==> src/inc/asce_consts.vh <==
// Constants for the asynchronous serial communications element
`ifndef ASCE_CONSTS_VH
`define ASCE_CONSTS_VH
// Register select codes
`define ASCE_REG_DATA  3'h0
`define ASCE_REG_IER   3'h1
`define ASCE_REG_IIR   3'h2
`define ASCE_REG_LCR   3'h3
`define ASCE_REG_MCR   3'h4
`define ASCE_REG_LSR   3'h5
`define ASCE_REG_MSR   3'h6
// Line and modem control fields
`define ASCE_LCR_STOP  2
`define ASCE_LCR_PEN   3
`define ASCE_LCR_EPS   4
`define ASCE_LCR_BRK   6
`define ASCE_LCR_DIVISOR_ACCESS_BIT  7
`define ASCE_MCR_LOOP  4
// Line status fields
`define ASCE_LSR_DR    0
`define ASCE_LSR_OE    1
`define ASCE_LSR_PE    2
`define ASCE_LSR_FE    3
`define ASCE_LSR_BI    4
`define ASCE_LSR_THRE  5
`define ASCE_LSR_TEMT  6
// Interrupt enable fields
`define ASCE_IER_RDA   0
`define ASCE_IER_THRE  1
`define ASCE_IER_RLS   2
`define ASCE_IER_MS    3
// Reset values
`define ASCE_RST_BYTE  8'h00
`define ASCE_RST_IIR   8'h01
`define ASCE_RST_DIV   16'h0000
// Timing in 16x ticks
`define ASCE_TICKS_BIT   6'h10
`define ASCE_TICKS_HALF  6'h08
`define ASCE_TICKS_1P5   6'h18
`define ASCE_TICKS_2     6'h20
// Start confirm count, reckoned from the tick that saw the line low
`define ASCE_RX_CONFIRM  4'h6
`define ASCE_FIFO_DEPTH  4
`endif

==> src/rtl/asce_top.v <==
// Serial communications element: host port, baud generator, transmitter, receiver
`timescale 1ns/1ps
`include "asce_consts.vh"

// ****************************************
// Transmit holding FIFO
// ****************************************
module asce_fifo #(
    parameter WIDTH = 8,
    parameter DEPTH = `ASCE_FIFO_DEPTH,
    parameter AW    = 2
) (
    input  wire             i_clk_sys,
    input  wire             i_nrst,
    input  wire             i_clear,
    input  wire             i_in_valid,
    output wire             o_in_ready,
    input  wire [WIDTH-1:0] i_in_data,
    output wire             o_out_valid,
    input  wire             i_out_ready,
    output wire [WIDTH-1:0] o_out_data
);
    reg [WIDTH-1:0] mem [0:DEPTH-1];
    reg [AW-1:0]    wptr;
    reg [AW-1:0]    rptr;
    reg [AW:0]      count;
    wire            push = i_in_valid && o_in_ready;
    wire            pop  = o_out_valid && i_out_ready;
    assign o_in_ready  = (count != DEPTH);
    assign o_out_valid = (count != 0);
    assign o_out_data  = mem[rptr];
    always @(posedge i_clk_sys) begin
        if (push)
            mem[wptr] <= i_in_data;
    end
    always @(posedge i_clk_sys or negedge i_nrst) begin
        if (!i_nrst) begin
            wptr  <= {AW{1'b0}};
            rptr  <= {AW{1'b0}};
            count <= {(AW+1){1'b0}};
        end else if (i_clear) begin
            wptr  <= {AW{1'b0}};
            rptr  <= {AW{1'b0}};
            count <= {(AW+1){1'b0}};
        end else begin
            if (push)
                wptr <= wptr + 1'b1;
            if (pop)
                rptr <= rptr + 1'b1;
            if (push && !pop)
                count <= count + 1'b1;
            else if (pop && !push)
                count <= count - 1'b1;
        end
    end
endmodule

// ****************************************
// Top level
// ****************************************
module asce_top (
    input  wire       i_clk_sys,
    input  wire       i_nrst,
    input  wire       i_master_clear,
    input  wire       i_select_high_a,
    input  wire       i_select_high_b,
    input  wire       i_select_low_n,
    input  wire       i_select_latch_strobe_n,
    input  wire       i_reg_sel_0,
    input  wire       i_reg_sel_1,
    input  wire       i_reg_sel_2,
    input  wire       i_write_strobe,
    input  wire       i_write_strobe_n,
    input  wire       i_read_strobe,
    input  wire       i_read_strobe_n,
    input  wire [7:0] i_data,
    output reg  [7:0] o_data,
    output wire       o_data_oe,
    output wire       o_transceiver_turn_n,
    output reg        o_selected_flag_out,
    output reg        o_tx_bit_clock_out,
    input  wire       i_rx_clock_in,
    input  wire       i_serial_rx_in,
    output wire       o_serial_tx_out,
    output wire       o_irq_out
);
    localparam S_IDLE = 5'h01, S_START = 5'h02, S_DATA = 5'h04, S_PAR = 5'h08, S_STOP = 5'h10;

    // ****************************************
    // Pin synchronisers
    // ****************************************
    wire [11:0] pin_raw = {i_master_clear, i_select_high_a, i_select_high_b, i_select_low_n,
                           i_select_latch_strobe_n, i_reg_sel_2, i_reg_sel_1, i_reg_sel_0,
                           i_write_strobe, i_write_strobe_n, i_read_strobe, i_read_strobe_n};
    reg  [11:0] pin_m;
    reg  [11:0] pin_s;
    reg  [1:0]  rx_m;
    reg  [1:0]  rx_s;
    reg         rclk_d;
    always @(posedge i_clk_sys or negedge i_nrst) begin
        if (!i_nrst) begin
            pin_m  <= 12'h1c5;
            pin_s  <= 12'h1c5;
            rx_m   <= 2'h2;
            rx_s   <= 2'h2;
            rclk_d <= 1'b0;
        end else begin
            pin_m  <= pin_raw;
            pin_s  <= pin_m;
            rx_m   <= {i_serial_rx_in, i_rx_clock_in};
            rx_s   <= rx_m;
            rclk_d <= rx_s[0];
        end
    end
    wire mclr = pin_s[11];

    // ****************************************
    // Select latching and strobes
    // ****************************************
    reg  [2:0] addr;
    reg        cs_ok;
    reg        wr_d;
    reg        rd_d;
    always @(posedge i_clk_sys or negedge i_nrst) begin
        if (!i_nrst) begin
            addr  <= 3'h0;
            cs_ok <= 1'b0;
        end else if (!pin_s[7]) begin
            addr  <= pin_s[6:4];
            cs_ok <= pin_s[10] && pin_s[9] && !pin_s[8];
        end
    end
    wire wr_act = cs_ok && (pin_s[3] || !pin_s[2]);
    wire rd_act = cs_ok && (pin_s[1] || !pin_s[0]);
    wire wr_go  = wr_act && !wr_d;
    wire rd_go  = rd_act && !rd_d;
    assign o_data_oe            = rd_act;
    assign o_transceiver_turn_n = !rd_act;

    // ****************************************
    // Control registers
    // ****************************************
    reg  [7:0]  lcr;
    reg  [7:0]  ier;
    reg  [7:0]  mcr;
    reg  [7:0]  scratch;
    reg  [15:0] divisor;
    wire        divisor_access_bit = lcr[`ASCE_LCR_DIVISOR_ACCESS_BIT];
    wire        loop = mcr[`ASCE_MCR_LOOP];
    wire        thr_wr = wr_go && addr == `ASCE_REG_DATA && !divisor_access_bit;
    always @(posedge i_clk_sys or negedge i_nrst) begin
        if (!i_nrst) begin
            lcr <= `ASCE_RST_BYTE;
            ier <= `ASCE_RST_BYTE;
            mcr <= `ASCE_RST_BYTE;
            scratch <= `ASCE_RST_BYTE;
            divisor <= `ASCE_RST_DIV;
            wr_d <= 1'b0;
            rd_d <= 1'b0;
            o_selected_flag_out <= 1'b0;
        end else begin
            wr_d <= wr_act;
            rd_d <= rd_act;
            o_selected_flag_out <= cs_ok;
            if (mclr) begin
                lcr <= `ASCE_RST_BYTE;
                ier <= `ASCE_RST_BYTE;
                mcr <= `ASCE_RST_BYTE;
            end else if (wr_go) begin
                case (addr)
                    `ASCE_REG_DATA: if (divisor_access_bit) divisor[7:0] <= i_data;
                    `ASCE_REG_IER: begin
                        if (divisor_access_bit)
                            divisor[15:8] <= i_data;
                        else
                            ier <= {4'h0, i_data[3:0]};
                    end
                    `ASCE_REG_LCR: lcr <= i_data;
                    `ASCE_REG_MCR: mcr <= {3'h0, i_data[4:0]};
                    3'h7: scratch <= i_data;
                    default: ;
                endcase
            end
        end
    end

    // ****************************************
    // Baud generator
    // ****************************************
    reg [15:0] bcnt;
    always @(posedge i_clk_sys or negedge i_nrst) begin
        if (!i_nrst) begin
            bcnt <= 16'h0000;
            o_tx_bit_clock_out <= 1'b0;
        end else if (divisor == 16'h0000) begin
            bcnt <= 16'h0000;
            o_tx_bit_clock_out <= 1'b0;
        end else if (bcnt <= 16'h0001) begin
            bcnt <= divisor;
            o_tx_bit_clock_out <= 1'b1;
        end else begin
            bcnt <= bcnt - 16'h0001;
            o_tx_bit_clock_out <= 1'b0;
        end
    end
    wire ttick = o_tx_bit_clock_out;
    wire rtick = loop ? ttick : (rx_s[0] && !rclk_d);

    // ****************************************
    // Transmitter
    // ****************************************
    wire       ff_valid;
    wire       ff_ready;
    wire [7:0] ff_data;
    reg  [4:0] tst;
    reg  [5:0] tcnt;
    reg  [2:0] tbit;
    reg  [7:0] tsh;
    reg        tpar;
    reg        tline;
    wire [2:0] nbits = {1'b1, lcr[1:0]};  // 5..8 data bits less one
    wire       tpop  = (tst == S_IDLE) && ttick;
    asce_fifo #(.WIDTH(8), .DEPTH(`ASCE_FIFO_DEPTH), .AW(2)) u_txf (
        .i_clk_sys  (i_clk_sys),
        .i_nrst     (i_nrst),
        .i_clear    (mclr),
        .i_in_valid (thr_wr),
        .o_in_ready (ff_ready),
        .i_in_data  (i_data),
        .o_out_valid(ff_valid),
        .i_out_ready(tpop),
        .o_out_data (ff_data)
    );
    always @(posedge i_clk_sys or negedge i_nrst) begin
        if (!i_nrst) begin
            tst <= S_IDLE;
            tcnt <= 6'h00;
            tbit <= 3'h0;
            tsh <= 8'h00;
            tpar <= 1'b0;
            tline <= 1'b1;
        end else if (mclr) begin
            tst <= S_IDLE;
            tline <= 1'b1;
        end else if (ttick) begin
            tcnt <= tcnt - 6'h01;
            case (tst)
                S_IDLE: begin
                    tline <= 1'b1;
                    if (ff_valid) begin
                        tst <= S_START;
                        tsh <= ff_data;
                        tpar <= 1'b0;
                        tline <= 1'b0;
                        tcnt <= `ASCE_TICKS_BIT - 6'h01;
                    end
                end
                S_START, S_DATA: if (tcnt == 6'h00) begin
                    if (tst == S_DATA && tbit == nbits) begin
                        tst <= lcr[`ASCE_LCR_PEN] ? S_PAR : S_STOP;
                        tline <= lcr[`ASCE_LCR_PEN] ? (tpar ^ !lcr[`ASCE_LCR_EPS]) : 1'b1;
                        tcnt <= !lcr[`ASCE_LCR_PEN] && lcr[`ASCE_LCR_STOP] ?
                                ((lcr[1:0] == 2'h0) ? `ASCE_TICKS_1P5 : `ASCE_TICKS_2) - 6'h01 :
                                `ASCE_TICKS_BIT - 6'h01;
                    end else begin
                        tbit <= (tst == S_START) ? 3'h0 : tbit + 3'h1;
                        tst <= S_DATA;
                        tline <= tsh[0];
                        tpar <= tpar ^ tsh[0];
                        tsh <= {1'b0, tsh[7:1]};
                        tcnt <= `ASCE_TICKS_BIT - 6'h01;
                    end
                end
                S_PAR: if (tcnt == 6'h00) begin
                    tst <= S_STOP;
                    tline <= 1'b1;
                    tcnt <= !lcr[`ASCE_LCR_STOP] ? `ASCE_TICKS_BIT - 6'h01 :
                            ((lcr[1:0] == 2'h0) ? `ASCE_TICKS_1P5 : `ASCE_TICKS_2) - 6'h01;
                end
                S_STOP: if (tcnt == 6'h00) tst <= S_IDLE;
                default: tst <= S_IDLE;
            endcase
        end
    end
    wire txd = tline && !lcr[`ASCE_LCR_BRK];
    assign o_serial_tx_out = loop ? 1'b1 : txd;

    // ****************************************
    // Receiver
    // ****************************************
    wire       rxd = loop ? txd : rx_s[1];
    reg  [4:0] rst_q;
    reg  [3:0] rcnt;
    reg  [2:0] rbit;
    reg  [7:0] rsh;
    reg  [7:0] rbr;
    reg        rpar;
    reg        rperr;
    reg        rhigh;
    reg  [4:0] lsr_f;  // BI FE PE OE DR
    reg        thre_pend;
    wire       rb_rd  = rd_go && addr == `ASCE_REG_DATA && !divisor_access_bit;
    wire       lsr_rd = rd_go && addr == `ASCE_REG_LSR;
    wire       rdone  = rtick && rst_q == S_STOP && rcnt == 4'h0;
    wire [4:0] rset   = {rdone && !rxd && rsh == 8'h00 && !rpar,
                         rdone && !rxd, rdone && rperr, rdone && lsr_f[0], rdone};
    always @(posedge i_clk_sys or negedge i_nrst) begin
        if (!i_nrst) begin
            rst_q <= S_IDLE;
            rcnt <= 4'h0;
            rbit <= 3'h0;
            rsh <= 8'h00;
            rbr <= 8'h00;
            rpar <= 1'b0;
            rperr <= 1'b0;
            rhigh <= 1'b1;
        end else if (mclr) begin
            rst_q <= S_IDLE;
        end else if (rtick) begin
            rcnt <= rcnt - 4'h1;
            rhigh <= rxd;
            case (rst_q)
                // Needs a mark tick first, so a long break starts no phantom character
                S_IDLE: if (!rxd && rhigh) begin
                    rst_q <= S_START;
                    rcnt <= `ASCE_RX_CONFIRM;
                end
                S_START: if (rxd) begin
                    rst_q <= S_IDLE;
                end else if (rcnt == 4'h0) begin
                    rst_q <= S_DATA;
                    rbit <= 3'h0;
                    rsh <= 8'h00;
                    rpar <= 1'b0;
                    rperr <= 1'b0;
                    rcnt <= 4'hf;
                end
                S_DATA: if (rcnt == 4'h0) begin
                    rsh[rbit] <= rxd;
                    rpar <= rpar ^ rxd;
                    rbit <= rbit + 3'h1;
                    rcnt <= 4'hf;
                    if (rbit == nbits)
                        rst_q <= lcr[`ASCE_LCR_PEN] ? S_PAR : S_STOP;
                end
                S_PAR: if (rcnt == 4'h0) begin
                    rperr <= rpar ^ rxd ^ !lcr[`ASCE_LCR_EPS];
                    rpar <= rxd;
                    rst_q <= S_STOP;
                    rcnt <= 4'hf;
                end
                S_STOP: if (rcnt == 4'h0) begin
                    rbr <= rsh;
                    rst_q <= S_IDLE;
                end
                default: rst_q <= S_IDLE;
            endcase
        end
    end

    // ****************************************
    // Status and interrupts
    // ****************************************
    reg [7:0] iir;
    wire      temt = !ff_valid && tst == S_IDLE;
    wire [7:0] lsr = {1'b0, temt, !ff_valid, lsr_f[4:1], lsr_f[0]};
    wire      irq_rls = ier[`ASCE_IER_RLS] && (|lsr_f[4:1]);
    wire      irq_rda = ier[`ASCE_IER_RDA] && lsr_f[0];
    wire      irq_thr = ier[`ASCE_IER_THRE] && thre_pend;
    always @* begin
        if (irq_rls)
            iir = 8'h06;
        else if (irq_rda)
            iir = 8'h04;
        else if (irq_thr)
            iir = 8'h02;
        else
            iir = `ASCE_RST_IIR;
    end
    assign o_irq_out = irq_rls || irq_rda || irq_thr;
    always @(posedge i_clk_sys or negedge i_nrst) begin
        if (!i_nrst) begin
            lsr_f <= 5'h00;
            thre_pend <= 1'b0;
        end else if (mclr) begin
            lsr_f <= 5'h00;
            thre_pend <= 1'b0;
        end else begin
            // Hardware set beats a read-clear in the same cycle
            lsr_f[0] <= rset[0] || (lsr_f[0] && !rb_rd);
            lsr_f[4:1] <= rset[4:1] | (lsr_f[4:1] & {4{!lsr_rd}});
            if (ff_valid && tpop && !thr_wr)
                thre_pend <= 1'b1;
            else if (thr_wr || (rd_go && addr == `ASCE_REG_IIR && iir == 8'h02))
                thre_pend <= 1'b0;
        end
    end

    // ****************************************
    // Read data path
    // ****************************************
    always @(posedge i_clk_sys or negedge i_nrst) begin
        if (!i_nrst) begin
            o_data <= 8'h00;
        end else if (rd_act) begin
            case (addr)
                `ASCE_REG_DATA: o_data <= divisor_access_bit ? divisor[7:0] : rbr;
                `ASCE_REG_IER: o_data <= divisor_access_bit ? divisor[15:8] : ier;
                `ASCE_REG_IIR: o_data <= iir;
                `ASCE_REG_LCR: o_data <= lcr;
                `ASCE_REG_MCR: o_data <= mcr;
                `ASCE_REG_LSR: o_data <= lsr;
                `ASCE_REG_MSR: o_data <= 8'h00;
                default: o_data <= scratch;
            endcase
        end
    end
    wire unused_ready = ff_ready;  // Writes to a full FIFO are dropped
endmodule
==> config.mk <==
export PLATFORM = sky130hd
export DESIGN_NAME = asce_top
export DESIGN_NICKNAME = d
export VERILOG_FILES = /design/src/rtl/asce_top.v
export VERILOG_INCLUDE_DIRS = /design/src /design/src/inc
export SDC_FILE = /design/constraint.sdc
export NUM_CORES = 1
export LEC_CHECK = 0
export BUFFER_PORTS_ARGS = -buffer_cell sky130_fd_sc_hd__buf_4
export CAP_MARGIN = 25
export CORE_ASPECT_RATIO = 1.1
export CORE_UTILIZATION = 35
export DETAILED_ROUTE_END_ITERATION = 6
export GPL_TIMING_DRIVEN = 1
export PLACE_DENSITY = 0.54
export SETUP_SLACK_MARGIN = 0.4
export SLEW_MARGIN = 20
export SYNTH_ARGS = -nofsm -noshare
export SYNTH_HDL_FRONTEND = slang
export SYNTH_HIERARCHICAL = 1
export SYNTH_SLANG_ARGS = --single-unit
==> constraint.sdc <==
create_clock -name i_clk_sys -period 6.6 [get_ports i_clk_sys]
set_input_delay 0 -clock i_clk_sys [delete_from_list [all_inputs] [get_ports i_clk_sys]]
set_output_delay 0 -clock i_clk_sys [all_outputs]
set_load 0.01 [all_outputs]
==> reports/results.txt, run 1 <==
Run status - finished clean
RSZ-0062 raised after global routing - no
Final min period - 3.06 ns
RePlAce Congestion - 0.875
Syn Area/Cell - 11.3 µm²
Adder-cell area share of the yosys netlist - 1.51%
Starting Density - 35.6%
Setup TNS - 0 ns
Post-CTS Hold Buffers - 23
DR DRC count - 0
Total GRT Usage - 16.8%
Worst Path Max Fanout - 33
Worst-Skew Late Latency - 0.51 ns
Post-synthesis xor/xnor area fraction - 2.45%
Worst R2R Path Depth - 8
Hold_sp - i_reg_sel_2
Slowest CP cell - nor2b_1
Post-DP HPWL - 15,700 µm
Vias in the first global route - 6,803
P_leak - 4.77 nW
Routed Antenna Nets - 0
Pre-CTS setup slack - 3.59 ns
Vias per std cell - 5.29
Post-Synthesis Cells - 852
Required time of the critical path - 7.01 ns
Final period utilization - 46.4%
Global-route wire length before repair - 37,400 µm
Routed vias - 6,723
Final Hold Vio Count - 0
Clock-pin slew on the worst setup and hold paths - 0.06 ns
Sequential share of the synthesized area - 54.3%
Total power - 0.00333 W
Area Overhead vs Synth - 17.9%
Skew final - 0.0122 ns
CP startpoint kind - flop
Peak supply drop - 222 µV
Most used flip-flop cell after synthesis - dfrtp_1
YS warnings - 6
CTS Buf Count - 24
CP top delay family - simple AND/OR/NAND/NOR gates
Post-CTS setup buffers - 0
CTS tree - built
Hold endpoint - pin_m[6]
Synth cell types - 83
Initial DRC count - 436
Async SR Flop Fraction - 84.2%
Deepest level of the CTS H-tree - 1
Post-Synth Simple-Gate Area - 14.7%
I/O Buffers - 37
I/O pins - 38
Max frequency - 327 MHz
Avg WL per Cell - 18.3 µm
Worst setup path class - reg -> reg
Clk buf depth - 3
Core Area - 0.0270 mm²
WP data arrival - 3.48 ns
Reg2Reg Setup Slack - 3.54 ns
Die width - 160 µm
Row count - 63
Inst Count DP - 1,205
Initial antenna violation count - 0
Root Buffer - clkbuf_16
Max-cap violations - 0
Number of synthesized flops with an enable pin - 32
GRT overflow - 0
Nets - 932
Slew headroom - 32.8%
Final Setup Violations - 0
Chip height - 176 µm
Worst hold path depth - 2
Die ar. - 0.0282 mm²
RR Endpoint - u_txf/count[2]
Post-synthesis mux area share - 10.8%
# fillers - 2,555
Share of layout cells above drive strength 1 - 19.5%
Drt pass-1 iters - 4
Final worst slack - 3.54 ns
Largest family of logic cells by synthesized area - simple AND/OR/NAND/NOR gates
Antenna diodes - 0
Hold Path Class - in -> reg
# clock sinks - 202
Post-synthesis register bit count - 202
Power per standard cell area - 293 mW/mm²
WL final - 23,200 µm
Slew Limit Fails - 0
Post-Syn Area - 0.00964 mm²
Max stage delay on crit path - 0.72 ns
Reg2Reg Launch Point - addr[2]
Crit. End Element - flop
Synth Area in Compound Gates - 13.2%
Post-synth net total - 887
Worst Tran Pin Value - 0.999 ns
Post-CTS sizing - 0
Non-Filler Instances - 1,272
Hold slack - 0.131 ns
Pin count of the biggest net entering global routing - 103
Crit path launch - addr[2]
Buffers & Inverters on Critical Path - 0
CP cell instances - nor2_1 > o211a_1 > nor2b_1 > and3_1 > fa_1 > and3b_1 > a311oi_1 > a211oi_1
worst reg2reg max path: cells and delay by family, from the launching register on:
family / cells / cell delay (ns)
AO/OA/AOI/OAI: 3 / 0.56
adder cells (fa/ha/maj): 1 / 0.24
flip-flops: 1 / 0.71
AND/OR/NAND/NOR: 4 / 1.46
sequential cells by signal, summed over array words and instances (netlist names), 4 cells and up:
name	flops
u_txf/mem	32
bcnt	16
divisor	16
pin_m	12
pin_s	12
lcr	8
o_data	8
rbr	8
rsh	8
scratch	8
tsh	8
tcnt	6
lsr_f	5
mcr	5
rst_q	5
tst	5
ier	4
rcnt	4
metal layers:
metal  up-vias  wire, µm  part of all wire, %  track usage (%)
met5         -         0                    0                0
met4         0       479                  2.1             4.68
met3        30       620                  2.7             1.97
met2        93     11100                   48             28.0
met1      3385     11000                   47             23.1
li1       3215         -                    -                -
through the flow:
| step | instance area [µm²] | utilization (%) |
|---|---|---|
| 2_1_floorplan | 9640 | - |
| 3_3_place_gp | 10200 | 37.8 |
| 3_5_place_dp | 10200 | 37.8 |
| 4_1_cts | 11400 | 42.0 |
| 5_1_grt | 11400 | 42.0 |
| 6_report | 11400 | 42.0 |
worst max path at each step:
stage	end	slack (ns)	cells past startpoint
final	u_txf/count[2]	3.54	8
after global routing	u_txf/count[2]	3.39	8
after CTS	u_txf/count[2]	3.57	7
after detailed placement	u_txf/count[2]	3.59	8
after global placement	u_txf/count[2]	3.69	7
after floorplan	u_txf/count[2]	4.04	10
final cells by class:
type	instances	area [µm²]	area share [%]
repair buffers	63	534	4.70
clock buffers	32	713	6.28
multi-input cells	577	4130	36.4
flip-flops and latches	202	5240	46.1
inverters	29	109	0.958
clock inverters	12	193	1.70
well taps	357	447	3.93
where the power goes:
| part | internal [W] | leakage, nW | switching (W) | total (W) |
|---|---|---|---|---|
| Clock | 0.000954 | 0.438 | 0.000522 | 0.00148 |
| Combinational | 0.000178 | 1.86 | 0.000195 | 0.000373 |
| Sequential | 0.00137 | 2.48 | 0.000108 | 0.00148 |
| Total | 0.00250 | 4.77 | 0.000824 | 0.00333 |
synth_stat cells (10+ instances only):
| library cell | number | share of area (%) |
|---|---|---|
| buf_2 | 12 | 0.62 |
| nor3_1 | 24 | 1.2 |
| nand3_1 | 17 | 0.88 |
| nor2b_1 | 12 | 0.78 |
| nor2_1 | 83 | 3.2 |
| xnor2_1 | 15 | 1.4 |
| dfstp_2 | 16 | 4.4 |
| clkbuf_1 | 27 | 1.1 |
| inv_1 | 28 | 1.1 |
| xor2_1 | 12 | 1.1 |
| mux2_2 | 46 | 5.4 |
| dfrtp_1 | 154 | 40 |
| a21oi_1 | 32 | 1.7 |
| o21ai_0 | 40 | 2.1 |
| ha_1 | 10 | 1.3 |
| or3_1 | 10 | 0.65 |
| mux2i_1 | 34 | 3.5 |
| edfxtp_1 | 32 | 10 |
| o31ai_1 | 11 | 0.86 |
| nand2_1 | 53 | 2.1 |
| a211oi_1 | 16 | 1.2 |
cells in the final DEF (no fill, tap or decap), types with 11 or more instances in the layout:
cell | synthesis | final
a211oi_1 | 16 | 16
a21oi_1 | 32 | 32
buf_4 | 0 | 39
clkbuf_16 | 0 | 26
dfrtp_1 | 154 | 153
dfstp_2 | 16 | 16
dlygate4sd3_1 | 0 | 23
edfxtp_1 | 32 | 32
inv_1 | 28 | 28
mux2_2 | 46 | 46
mux2i_1 | 34 | 34
nand2_1 | 53 | 53
nand3_1 | 17 | 17
nor2_1 | 83 | 83
nor2b_1 | 12 | 12
nor3_1 | 24 | 24
o21ai_0 | 40 | 40
o31ai_1 | 11 | 11
xnor2_1 | 15 | 15
xor2_1 | 12 | 12
kinds of logic (layout without fill, tap and decap cells):
kind of cell	count (synthesis)	after routing
AND/OR/NAND/NOR	268	268
flip-flops	202	202
AO/OA/AOI/OAI	183	183
multiplexers	88	88
buffers and inverters	73	136
XOR/XNOR	27	27
adder cells (fa/ha/maj)	11	11
Note: power is estimated with default switching activity, not from simulation.
==> run 2, diff against run 1 <==
--- a/config.mk
+++ b/config.mk
@@ -12,7 +12,7 @@
 export CORE_UTILIZATION = 35
 export DETAILED_ROUTE_END_ITERATION = 6
 export GPL_TIMING_DRIVEN = 1
-export PLACE_DENSITY = 0.54
+export PLACE_DENSITY = 0.56
 export SETUP_SLACK_MARGIN = 0.4
 export SLEW_MARGIN = 20
 export SYNTH_ARGS = -nofsm -noshare
==> constraint.sdc (replaced) <==
create_clock -name i_clk_sys -period 2.8 [get_ports i_clk_sys]
set_input_delay 0 -clock i_clk_sys [delete_from_list [all_inputs] [get_ports i_clk_sys]]
set_output_delay 0 -clock i_clk_sys [all_outputs]
set_load 0.01 [all_outputs]
==> reports/results.txt, run 2 (synthesized netlist as in run 1, its figures left out) <==
Root Buffer - clkbuf_16
Avg WL per Cell - 18.2 µm (-0.33%)
Seq pwr share - 46.3% (+1.9 points)
Final Hold Vio Count - 0 (unchanged)
Clk buf depth - 3 (unchanged)
Final period utilization - 86.1% (+40 points)
Commonest non-fill, non-tap cell in the layout - dfrtp_1
Pin count of the biggest net entering global routing - 70 (-32%)
Max stage delay on crit path - 0.47 ns (-0.25 ns)
Die ar. - 0.0282 mm² (unchanged)
Largest regs - u_txf/mem: 32 flops, bcnt: 16 flops, divisor: 16 flops
WP data arrival - 2.82 ns (-0.66 ns)
Routed Antenna Nets - 0 (unchanged)
Max reg flops - 32 (unchanged)
CP startpoint kind - flop
Skew final - 0.0139 ns (+0.00170 ns)
Slowest CP cell - dfrtp_2
Vias in the first global route - 6,872 (+1.0%)
Most frequent cells in the layout - 150 x dfrtp_1, 81 x nor2_1, 59 x buf_4
Share of layout cells above drive strength 1 - 21.7% (+2.3 points)
Global-route wire length before repair - 38,300 µm (+2.4%)
CP top delay family - simple AND/OR/NAND/NOR gates
Initial DRC count - 406 (-6.9%)
Die width - 160 µm (unchanged)
Sw frac - 25.3% (+0.55 points)
Peak supply drop - 460 µV (+110%)
GRT overflow - 0 (unchanged)
Area Overhead vs Synth - 19.1%
RSZ-0062 raised after global routing - yes
I/O pins - 38 (unchanged)
Met1 usage - 23.6% (+0.54 points)
RePlAce Congestion - 0.817 (-6.6%)
Buffers & Inverters on Critical Path - 0 (unchanged)
Worst setup path class - reg -> reg
Total GRT Usage - 17.1% (+0.27 points)
Clock-pin slew on the worst setup and hold paths - 0.06 ns (about the same)
P_leak - 4.84 nW (+1.3%)
Setup TNS - 0 ns (unchanged)
Hold Path Class - in -> async
Core Area - 0.0270 mm² (unchanged)
Slew Limit Fails - 0 (unchanged)
Internal power - 0.00558 W (+120%)
Initial antenna violation count - 0 (unchanged)
Pre-CTS setup slack - 0.198 ns (-3.39 ns)
I/O Buffers - 37 (unchanged)
Worst Tran Pin Value - 0.789 ns (-0.210 ns)
Comb pwr share - 12.3% (+1.1 points)
Switch Pwr - 0.00189 W (+130%)
Routed vias - 6,886 (+2.4%)
Row count - 63 (unchanged)
CTS Buf Count - 23 (-4.2%)
Required time of the critical path - 3.21 ns (-3.80 ns)
CTS tree - built
Worst Path Max Fanout - 9 (-73%)
Met3 usage - 2.42% (+0.45 points)
Clock share of power - 41.4% (-2.9 points)
Final worst slack - 0.390 ns (-3.15 ns)
Vias per std cell - 5.33 (+0.84%)
Final Setup Violations - 0 (unchanged)
Biggest register - u_txf/mem
Met2 usage - 28.2% (+0.20 points)
DR DRC count - 0 (unchanged)
Crit. End Element - flop
Max frequency - 415 MHz (+27%)
WL final - 23,500 µm (+1.2%)
CP cell instances - nor2_2 > and3_4 > and2_4 > o21ai_1 > and3_1 > fa_2 > and3b_1 > a21o_1 > a211oi_1
Deepest level of the CTS H-tree - 1 (unchanged)
Power per standard cell area - 650 mW/mm² (+120%)
Final min period - 2.41 ns (-0.652 ns)
Hold slack - 0.0814 ns (-0.0491 ns)
Starting Density - 35.6% (unchanged)
# clock sinks - 202 (unchanged)
Run status - finished clean
Drt pass-1 iters - 5 (+1)
Max-cap violations - 0 (unchanged)
Nets - 954 (+2.4%)
GRT Max-Usage Layer - met2
Slew headroom - 47.2% (+14 points)
Post-DP HPWL - 15,900 µm (+1.1%)
Chip height - 176 µm (unchanged)
Worst-Skew Late Latency - 0.51 ns (about the same)
Antenna diodes - 0 (unchanged)
[run 2: changes by cell type in the layout (fill, tap and decap cells not counted), moves of 2 or more]
cell | previous run | this run
buf_12 | 0 | 3
buf_4 | 39 | 59
clkbuf_1 | 2 | 5
clkbuf_16 | 26 | 23
clkbuf_8 | 4 | 1
clkinv_1 | 1 | 4
clkinv_2 | 4 | 2
dfrtp_1 | 153 | 150
dfrtp_2 | 1 | 4
nor2_1 | 83 | 81
[run 2: metal layers]
metal  wire (µm)  vias up
li1            -     3268
met1       11200     3474
met2       11200      113
met3         652       31
met4         451        0
met5           0        -
[run 2: repair_timing]
item	4_1_cts	5_1_grt
gates resized for setup	3	8
hold buffers	23	0
endpoints found under the setup margin	5	18
pin swaps	2	1
setup buffers	2	2
endpoints found under the hold margin	152	0
[run 2: power by group through the flow]
| stage | registers (W) | clock network, W | logic [W] |
|---|---|---|---|
| after floorplan | 0.00345 | 0 | 0.000593 |
| after global placement | 0.00350 | 0 | 0.000884 |
| after detailed placement | 0.00350 | 0 | 0.000895 |
| after CTS | 0.00345 | 0.00317 | 0.000926 |
| after global routing | 0.00349 | 0.00329 | 0.00104 |
| final | 0.00345 | 0.00309 | 0.000920 |
[run 2: path summary, 6_finish.rpt]
kind	startpoint	endpoint	slack (ns)	cells past startpoint
setup / recovery	tst[3]	u_txf/count[2]	0.39	9
hold / removal	i_nrst	tsh[1]	0.08	2
setup reg to reg	tst[3]	u_txf/count[2]	0.39	9
hold reg to reg	pin_m[9]	pin_s[9]	0.35	0
max in group asynchronous	i_nrst	pin_s[8]	1.95	3
min in group i_clk_sys	i_reg_sel_1	pin_m[5]	0.14	2
[run 2: area by class of cell]
type / instances / area [µm²]
repair buffers: 86 / 744
clock buffers: 29 / 608
multi-input cells: 577 / 4170
well taps: 357 / 447
fillers: 2564 / 15600
flip-flops and latches: 202 / 5240
clock inverters: 12 / 164
inverters: 29 / 109
[run 2: per-stage QoR]
stage	cell area [µm²]	total power [W]	util, %	cells
2_1_floorplan	9660	0.00405	-	852
5_1_grt	11500	0.00782	42.5	1292
6_report	11500	0.00747	42.5	1292
4_1_cts	11400	0.00755	42.3	1290
3_5_place_dp	10400	0.00440	38.5	1224
3_3_place_gp	10400	0.00438	38.5	1224
[run 2: worst reg2reg max path, delay by kind of cell, from the launching register on]
family	cells	cell delay [ns]
AND/OR/NAND/NOR	5	0.99
AO/OA/AOI/OAI	3	0.49
flip-flops	1	0.47
adder cells (fa/ha/maj)	1	0.37
